**src/design/cprm_defs.svh**
```systemverilog
// Constants for the configuration pin reuse mux.
// Assumes inclusion by the package and design files by bare name.
`ifndef CPRM_DEFS_SVH
`define CPRM_DEFS_SVH

// ------------------------------------------------------------
// Reuse option bit positions
// ------------------------------------------------------------
`define CPRM_OPT_TEST    0
`define CPRM_OPT_TWI     1
`define CPRM_OPT_SSP     2
`define CPRM_OPT_MSP     3
`define CPRM_OPT_RELOAD  4
`define CPRM_OPT_READY   5
`define CPRM_OPT_DONE    6
`define CPRM_OPT_W       7

// ------------------------------------------------------------
// Mode strap
// ------------------------------------------------------------
`define CPRM_MODE_W      3
`define CPRM_MODE_PERM   3'h1

// Pins per serial group
`define CPRM_SER_PINS    5

`endif

```
**src/design/cprm_pkg.sv**
```systemverilog
// Types for the configuration pin reuse mux.
// Assumes cprm_defs.svh is on the include path.
`include "cprm_defs.svh"

package cprm_pkg;

  typedef logic [`CPRM_OPT_W-1:0] cprm_opt_t;

  // Pin role per group: 1 = general-purpose I/O, 0 = configuration role
  typedef struct packed {
    logic test;
    logic twi;
    logic ssp;
    logic msp;
    logic reload;
    logic ready;
    logic done;
  } cprm_role_s;

  typedef enum logic [2:0] {
    CPRM_CONFIG = 3'h1,
    CPRM_USER   = 3'h2,
    CPRM_HOLD   = 3'h4
  } cprm_state_e;

  typedef struct packed {
    cprm_state_e state;
    cprm_opt_t   opt;
    logic        perm;
    cprm_role_s  role;
  } cprm_ctl_s;

endpackage

```
**src/design/cprm_mux.sv**
```systemverilog
// Configuration pin reuse mux: per-group choice of configuration role
// or general-purpose I/O, plus the pin-level steering of the reload, slave and master serial groups.
// Assumes the configuration engine reports completion with a level and
// loads the static reuse options before it does.
`timescale 1ns/1ps
`default_nettype none

`include "cprm_defs.svh"

module cprm_mux
  import cprm_pkg::*;
(
  input  wire logic                       i_clk,
  input  wire logic                       i_rst,
  input  wire logic                       i_cfg_done,
  input  wire logic                       i_opt_load,
  input  wire logic [`CPRM_OPT_W-1:0]     i_opt,
  input  wire logic [`CPRM_MODE_W-1:0]    i_mode_pin,
  input  wire logic                       i_test_port_reclaim_n,
  input  wire logic                       i_reload_trigger_n,
  input  wire logic                       i_user_reload_out,
  input  wire logic                       i_user_reload_oe,
  input  wire logic [`CPRM_SER_PINS-1:0]  i_ssp_pin,
  input  wire logic [`CPRM_SER_PINS-1:0]  i_msp_pin,
  output logic                            o_user_mode,
  output logic                            o_test_gpio,
  output logic                            o_twi_gpio,
  output logic                            o_ssp_gpio,
  output logic                            o_msp_gpio,
  output logic                            o_reload_gpio,
  output logic                            o_ready_gpio,
  output logic                            o_done_gpio,
  output logic                            o_reclaim_gpio,
  output logic                            o_cfg_reload_n,
  output logic                            o_reload_trigger_n_o,
  output logic                            o_reload_trigger_n_oe,
  output logic [`CPRM_SER_PINS-1:0]       o_ssp_cfg,
  output logic [`CPRM_SER_PINS-1:0]       o_ssp_user,
  output logic [`CPRM_SER_PINS-1:0]       o_msp_cfg,
  output logic [`CPRM_SER_PINS-1:0]       o_msp_user
);

  // ------------------------------------------------------------
  // Pin synchronisers
  // ------------------------------------------------------------
  localparam int SYNC_W = 3 + `CPRM_MODE_W + 2 * `CPRM_SER_PINS;

  logic [SYNC_W-1:0]              sync_q;
  logic                           done_s;
  logic                           reclaim_n_s;
  logic                           rld_act_s;
  logic [`CPRM_MODE_W-1:0]        mode_s;
  logic [`CPRM_SER_PINS-1:0]      ssp_s;
  logic [`CPRM_SER_PINS-1:0]      msp_s;

  cprm_sync #(
    .W (SYNC_W)
  ) u_sync (
    .i_clk (i_clk),
    .i_rst (i_rst),
    .i_d   ({i_cfg_done, i_test_port_reclaim_n, ~i_reload_trigger_n, i_mode_pin,
             i_ssp_pin, i_msp_pin}),
    .o_q   (sync_q)
  );

  assign {done_s, reclaim_n_s, rld_act_s, mode_s, ssp_s, msp_s} = sync_q;

  // ------------------------------------------------------------
  // Control state
  // ------------------------------------------------------------
  cprm_ctl_s ctl_r;
  cprm_ctl_s ctl_nxt;
  logic      test_free;
  logic      rld_in_s;

  // Reload level synced inverted so the flops reset to the idle high
  // level; no false reload reaches the engine after reset.
  assign rld_in_s = ~rld_act_s;

  always_comb
  begin
    ctl_nxt = ctl_r;
    case (ctl_r.state)
      CPRM_CONFIG:
      begin
        if (i_opt_load)
        begin
          ctl_nxt.opt = i_opt;
        end
        if (done_s)
        begin
          ctl_nxt.state = CPRM_USER;
        end
      end
      CPRM_USER:
      begin
        // Options latched once at the user-mode edge, then frozen
        ctl_nxt.perm          = (mode_s == `CPRM_MODE_PERM);
        ctl_nxt.role.twi      = ctl_r.opt[`CPRM_OPT_TWI];
        ctl_nxt.role.ssp      = ctl_r.opt[`CPRM_OPT_SSP];
        ctl_nxt.role.msp      = ctl_r.opt[`CPRM_OPT_MSP];
        ctl_nxt.role.reload   = ctl_r.opt[`CPRM_OPT_RELOAD];
        ctl_nxt.role.ready    = ctl_r.opt[`CPRM_OPT_READY];
        ctl_nxt.role.done     = ctl_r.opt[`CPRM_OPT_DONE];
        ctl_nxt.state         = CPRM_HOLD;
      end
      CPRM_HOLD:
      begin
        ctl_nxt.state = CPRM_HOLD;
      end
      default:
      begin
        ctl_nxt.state = CPRM_CONFIG;
      end
    endcase
    // Test port: live reclaim unless the strap pins it
    test_free = ctl_r.opt[`CPRM_OPT_TEST] && (ctl_r.perm || reclaim_n_s);
    if (ctl_nxt.state == CPRM_HOLD)
    begin
      ctl_nxt.role.test = (ctl_r.state == CPRM_HOLD) ? test_free : 1'b0;
    end
  end

  always_ff @(posedge i_clk or posedge i_rst)
  begin
    if (i_rst)
    begin
      // Device reset restores every configuration role
      ctl_r <= '{state: CPRM_CONFIG, opt: '0, perm: 1'b0, role: '0};
    end
    else
    begin
      ctl_r <= ctl_nxt;
    end
  end

  // ------------------------------------------------------------
  // Registered outputs
  // ------------------------------------------------------------
  always_ff @(posedge i_clk or posedge i_rst)
  begin
    if (i_rst)
    begin
      o_user_mode           <= 1'b0;
      o_test_gpio           <= 1'b0;
      o_twi_gpio            <= 1'b0;
      o_ssp_gpio            <= 1'b0;
      o_msp_gpio            <= 1'b0;
      o_reload_gpio         <= 1'b0;
      o_ready_gpio          <= 1'b0;
      o_done_gpio           <= 1'b0;
      o_reclaim_gpio        <= 1'b1;
      o_cfg_reload_n        <= 1'b1;
      o_reload_trigger_n_o  <= 1'b1;
      o_reload_trigger_n_oe <= 1'b0;
      o_ssp_cfg             <= '0;
      o_ssp_user            <= '0;
      o_msp_cfg             <= '0;
      o_msp_user            <= '0;
    end
    else
    begin
      o_user_mode    <= (ctl_r.state == CPRM_HOLD);
      o_test_gpio    <= ctl_r.role.test;
      o_twi_gpio     <= ctl_r.role.twi;
      o_ssp_gpio     <= ctl_r.role.ssp;
      o_msp_gpio     <= ctl_r.role.msp;
      o_reload_gpio  <= ctl_r.role.reload;
      o_ready_gpio   <= ctl_r.role.ready;
      o_done_gpio    <= ctl_r.role.done;
      // Reclaim pin keeps its default user role until the options apply
      o_reclaim_gpio <= (ctl_r.state != CPRM_HOLD) || ctl_r.perm
                        || !ctl_r.opt[`CPRM_OPT_TEST];
      // Reused reload pin never feeds the engine; output only
      o_cfg_reload_n        <= ctl_r.role.reload ? 1'b1 : rld_in_s;
      o_reload_trigger_n_o  <= ctl_r.role.reload ? i_user_reload_out : 1'b1;
      o_reload_trigger_n_oe <= ctl_r.role.reload && i_user_reload_oe;
      o_ssp_cfg             <= ctl_r.role.ssp ? '0 : ssp_s;
      o_ssp_user            <= ctl_r.role.ssp ? ssp_s : '0;
      o_msp_cfg             <= ctl_r.role.msp ? '0 : msp_s;
      o_msp_user            <= ctl_r.role.msp ? msp_s : '0;
    end
  end

  // ------------------------------------------------------------
  // Checks
  // ------------------------------------------------------------
  no_early_free_a: assert property (@(posedge i_clk) disable iff (i_rst)
    !o_user_mode |-> !(o_twi_gpio || o_ssp_gpio || o_msp_gpio || o_test_gpio))
    else $error("pin freed before user mode");

  user_entry_a: assert property (@(posedge i_clk) disable iff (i_rst)
    (ctl_r.state == CPRM_CONFIG && done_s) |-> ##3 o_user_mode)
    else $error("user mode not entered three cycles after done");

  reclaim_back_a: assert property (@(posedge i_clk) disable iff (i_rst)
    (ctl_r.state == CPRM_HOLD && !ctl_r.perm && !reclaim_n_s) |-> ##2 !o_test_gpio)
    else $error("reclaim did not restore test pins");

  test_free_a: assert property (@(posedge i_clk) disable iff (i_rst)
    (ctl_r.state == CPRM_HOLD && ctl_r.opt[`CPRM_OPT_TEST] && reclaim_n_s)
      |-> ##2 o_test_gpio)
    else $error("test pins not freed with reclaim high");

  perm_hold_a: assert property (@(posedge i_clk) disable iff (i_rst)
    (ctl_r.state == CPRM_HOLD && ctl_r.perm && ctl_r.opt[`CPRM_OPT_TEST])
      |-> ##2 o_test_gpio)
    else $error("strap 001 let reclaim restore test pins");

  twi_follow_a: assert property (@(posedge i_clk) disable iff (i_rst)
    $rose(o_user_mode) |-> o_twi_gpio == ctl_r.opt[`CPRM_OPT_TWI])
    else $error("two-wire role differs from option");

  opt_frozen_a: assert property (@(posedge i_clk) disable iff (i_rst)
    (ctl_r.state == CPRM_HOLD) |=> $stable(ctl_r.opt))
    else $error("reuse option changed in user mode");

  reload_out_a: assert property (@(posedge i_clk) disable iff (i_rst)
    o_reload_gpio |-> o_cfg_reload_n)
    else $error("reused reload pin reached the engine");

  ssp_split_a: assert property (@(posedge i_clk) disable iff (i_rst)
    !o_ssp_gpio |-> (o_ssp_user == '0))
    else $error("slave port leaked to user while dedicated");

  reclaim_dflt_a: assert property (@(posedge i_clk) disable iff (i_rst)
    !o_user_mode |-> o_reclaim_gpio)
    else $error("reclaim pin left its default role before user mode");

endmodule

`default_nettype wire

```
**src/design/cprm_sync.sv**
```systemverilog
// Two-flop synchroniser for a bus of pin levels.
// Assumes a single clock; inputs may be asynchronous.
`timescale 1ns/1ps
`default_nettype none

module cprm_sync #(
  parameter int W = 1
) (
  input  wire logic         i_clk,
  input  wire logic         i_rst,
  input  wire logic [W-1:0] i_d,
  output var  logic [W-1:0] o_q
);
  logic [W-1:0] meta_r;

  // Refused at elaboration: an empty bus has nothing to carry
  if (W < 1)
  begin : g_bad_width
    $error("cprm_sync: W must be at least 1");
  end

  always_ff @(posedge i_clk or posedge i_rst)
  begin
    if (i_rst)
    begin
      meta_r <= '0;
      o_q    <= '0;
    end
    else
    begin
      meta_r <= i_d;
      o_q    <= meta_r;
    end
  end
endmodule

`default_nettype wire

```
**config.mk**
```make
export PLATFORM = sky130hd
export DESIGN_NAME = cprm_mux
export DESIGN_NICKNAME = d
export VERILOG_FILES = /design/src/design/cprm_pkg.sv /design/src/design/cprm_mux.sv /design/src/design/cprm_sync.sv
export VERILOG_INCLUDE_DIRS = /design/src /design/src/design
export SDC_FILE = /design/constraint.sdc
export NUM_CORES = 1
export LEC_CHECK = 0
export BUFFER_PORTS_ARGS = -buffer_cell sky130_fd_sc_hd__buf_2
export CAP_MARGIN = 20
export CORE_MARGIN = 1.5
export CORE_UTILIZATION = 30
export CTS_CLUSTER_DIAMETER = 200
export CTS_CLUSTER_SIZE = 40
export DETAILED_ROUTE_END_ITERATION = 10
export PLACE_DENSITY = 0.49
export RECOVER_POWER = 100
export SLEW_MARGIN = 20
export SYNTH_ARGS = -nofsm -noshare
export SYNTH_HDL_FRONTEND = slang
export SYNTH_SLANG_ARGS = --single-unit
```
**constraint.sdc**
```tcl
create_clock -name i_clk -period 2.8 [get_ports i_clk]
set_input_delay 0.28 -clock i_clk [delete_from_list [all_inputs] [get_ports i_clk]]
set_output_delay 0.28 -clock i_clk [all_outputs]
set_load 0.005 [all_outputs]
```
# Yosys cells after proc, flatten, opt, wreduce, memory -nomap -nowiden
# Index checks and enable logic that the tools add are counted.
# totals
ff_bits	82
output_inout_bits	32
elab_cells	53
# op_classes
n_eq_ne	6
muxes	9
n_bitwise	2
n_reduce_logical	8
# ops
cell	n
2-to-1 mux 5 bit	4
== test 3 x 1 -> 1 bit (second input constant)	2
== test 3 bit (second input constant)	2
case mux 3 bit (2 select lines)	1
== test 3 x 2 -> 1 bit (second input constant)	1
logical OR 1 bit	3
2-to-1 mux 1 bit	3
2-to-1 mux 3 bit	1
!= test 3 bit (second input constant)	1
logical AND 1 bit	2
NOT 1 bit	2
AND reduction 2 bit	1
OR reduction 2 bit	1
zero test 1 bit	1

# Depth between registers and ports, before layout
# logic_depth
ltp_word	4
mapped_depth	3
depth_no_buf	2

# Cells and area by module
# From an unflattened synthesis, not the netlist that was laid out.
# hier_totals
cells_unflattened	137
hier_area_um2	2489.9
# by_module_without_submodules
mod	n_inst	cells_per_inst	area_each_um2
cprm_mux	1	104	1685.4
cprm_sync	1	33	804.5

# Least setup slack after synthesis
# Ideal clock, no wire load.
# synth_timing
path_type	flip-flop to flip-flop
from	reg ctl_r[15] (netlist bit)
to	reg ctl_r[10] (netlist bit)
setup_time_ps	125
t_arrival_ps	1263
t_required_ps	2675
path_slack_ps	1412
path_stages_with_launch	4
synth_period_minus_slack_ps	1388
cell_sequence	dfstp_2 > nor4bb_1 > buf_2 > mux2_2
# synth_between
elab_chain_cells	2
# synth_rtl
element	line	rtl
from (decl)	cprm_mux.sv:71	cprm_ctl_s ctl_r;
from (signal assigned)	cprm_mux.sv:129	ctl_r <= '{state: CPRM_CONFIG, opt: '0, perm: 1'b0, role: '0};
from (signal assigned)	cprm_mux.sv:133	ctl_r <= ctl_nxt;
== test 3 x 1 -> 1 bit	cprm_mux.sv:83	case (ctl_r.state)
AND reduction 2 bit (no source line)	-	
# No other way between the ends.
# A chain may end at the register's enable or synchronous reset.

# Worst setup path in the final report
# layout_timing
from	reg ctl_r[17] (netlist bit)
to	reg ctl_r[1] (netlist bit)
# layout_between
elab_chain_cells	1
# layout_rtl
element	line
== test 3 x 2 -> 1 bit	cprm_mux.sv:83
# No other way between the ends.

==> out/qor.yml <==
status: "complete, but fails checks"
violations: "capacitance limit, slew limit"
avgSynthCellArea_um2: 18.2
crit_arrival_ns: 2.46
worstPathCellList: "nor3b_1 > mux2_2"
ios: 60
post-synth-top-area-fraction: 0.788
synth_cell_types: 17
fin_worst_hold_slack_ns: 0.0457
drv_slew: 11
io_buffers: 59
crit_buf_inv: 0
via_per_inst: 4.04
synth-warning-count: 0
drtIter0Drc: 42
place_hpwl_um: 2480
cellPowerDensity_nw_per_um2: 945
holdBufCountCts: 0
finalWeightedCongestion: 0.639
synth_largest_area_cell: "dfrtp_1"
overflow: 0
antennaDiodeCount: 0
ys_seq_area_frac: 0.830
crit_family: "simple AND/OR/NAND/NOR gates"
die_area_um2: 8810
post-cts-setup-buffer-count: 0
power.total_uw: 2890
endpoint_kind: "flip-flop"
period_minus_slack_ns: 2.24
cellLeakagePower_uw: 0.00142
synth_flop_cell: "dfrtp_1"
cp.required_ns: 3.02
num_vias: 1256
drive_gt1_frac: 0.368
slowest_delay_ns: 1.27
fin_skew_ns: 0.00458
fillers: 766
grt_pass1_wl_um: 6220
start_util: 0.316
grt_pass1_vias: 1234
ctsLongestPathBuffers: 2
criticalPathCategory: "reg2reg"
grt_max_degree: 63
finalCritPeriodShare: 0.800
setup_viol: 0
rsz0062_at_grt: "no"
synth-async-reset-ratio: 1.00
cp_slowest_cell: "nor3b_1"
antenna_found_initial: 0
slew_headroom: -0.0585
placementRows: 32
firstDrtPassIters: 4
hold_viol_final: 0
clk_pin_slew_worst_paths_ns: 0.08
dp.cells: 296
h-tree-depth: 3
synthCells: 136
layout.cells.non_filler: 311
clockRootBuffer: "clkbuf_8"
clock-sinks: 82
seq_area_um2: 2060
synth.top_cells.by_area: "dfrtp_1 79%, mux2_2 6.4%, dfstp_2 4.2%, and2_1 2.8%, nor2b_1 2.5%"
core_area_um2: 7850
synth_seq_cells: 82
synth_edf_count: 0
syn_area_um2: 2480
chipWidth_um: 93.9
crit_fanout: 10
cp-start-kind: "flip-flop"
peakVddDrop_mv: 0.430
synthToLayoutAreaGrowth_pct: 23.6
clkLatencyLatePin_ns: 0.33
fmax_ghz: 0.446
cts_tree: "yes"
wl_per_cell_um: 12.1
synth_commonest_cells: "78 x dfrtp_1, 14 x mux2_2, 11 x and2_1"
cts_made_buffers: 9
drc: 0
nets: 233
routed_wl_um: 3770
worstMarginPinSlew_ns: 1.58
fp.dieH_um: 93.9
multi_input_area_um2: 392
hold_class: "in2reg"
ant_nets: 0
post-synth-top-count-cell: "dfrtp_1"
setup_tns_ns: 0
grtUsageTotal: 0.0968
synth_nets: 164
cts_resized: 0
drv_cap: 1
per-stage QoR:
step | setup slack (ns) | utilization | area [um^2]
CTS | 0.945 | 0.395 | 3100
floorplan | 0.418 | - | 2480
detailed placement | 0.951 | 0.371 | 2910
global placement | 0.971 | 0.371 | 2910
finish | 0.559 | 0.390 | 3060
global route | 0.465 | 0.390 | 3060
layout make-up:
class | instances | area share
multi-input combinational | 48 | 0.128
inverter | 3 | 0.00449
timing repair buffer | 61 | 0.0915
tap | 102 | 0.0417
clock inverter | 5 | 0.0180
sequential | 82 | 0.672
clock buffer | 10 | 0.0449
worst reg2reg max path, delay by kind of cell, from the launching register on:
| family | cells | cell delay [ns] |
|---|---|---|
| mux | 1 | 0.44 |
| simple gates | 1 | 1.27 |
| flops | 1 | 0.43 |
kinds of logic (layout without fill, tap and decap cells):
group	count (synthesis)	in the layout	synth area share
compound gates	1	1	0.00354
buf+inv	6	79	0.00959
flops	82	82	0.830
mux	14	14	0.0636
simple gates	33	33	0.0929
registers in the layout, summed over array words and instances (netlist names), 5 cells and up:
signal,count
ctl_r,18
u_sync.meta_r,16
u_sync.o_q,16
o_msp_cfg,5
o_msp_user,5
o_ssp_cfg,5
o_ssp_user,5
path summary, 6_finish.rpt:
path	from	end	slack [ns]	depth (start not counted)
min	i_mode_pin[1]	u_sync.meta_r[11]	0.05	1
min reg2reg	u_sync.meta_r[3]	u_sync.o_q[3]	0.35	0
min in group asynchronous	i_rst	o_msp_cfg[1]	0.06	2
max reg2reg	ctl_r[17]	ctl_r[1]	0.56	2
max	ctl_r[17]	ctl_r[1]	0.56	2
max in group asynchronous	i_rst	o_ssp_cfg[2]	1.63	3
layer usage:
metal | vias up | routed length (um) | GRT usage
met1 | 628 | 1770 | 0.128
met2 | 47 | 1710 | 0.135
met3 | 6 | 223 | 0.0348
met4 | 0 | 62 | 0.0597
met5 | - | 0 | 0
li1 | 575 | - | -
cell usage in the layout, fill, tap and decap left out:
cell,synthesis,final
and2_0,0,6
and2_1,11,5
buf_1,0,2
buf_2,1,41
bufinv_16,0,1
clkbuf_1,2,18
clkbuf_8,0,10
clkinv_2,0,2
clkinvlp_4,0,2
dfrtp_1,78,78
dfstp_1,0,1
dfstp_2,4,3
inv_1,3,2
inv_4,0,1
mux2_2,14,14
nand2b_1,2,2
nand4bb_1,1,1
nor2_1,1,1
nor2b_1,10,10
nor3_1,1,1
nor3b_1,2,3
nor4bb_1,2,1
nor4bb_2,0,1
o32ai_1,1,1
or2_2,2,2
power breakdown:
part           internal [uW]  switching, uW  total [uW]
clock                    428            387         815
combinational            257            185         442
sequential              1480            154        1640
No activity file was read; power rests on OpenSTA's default activity.
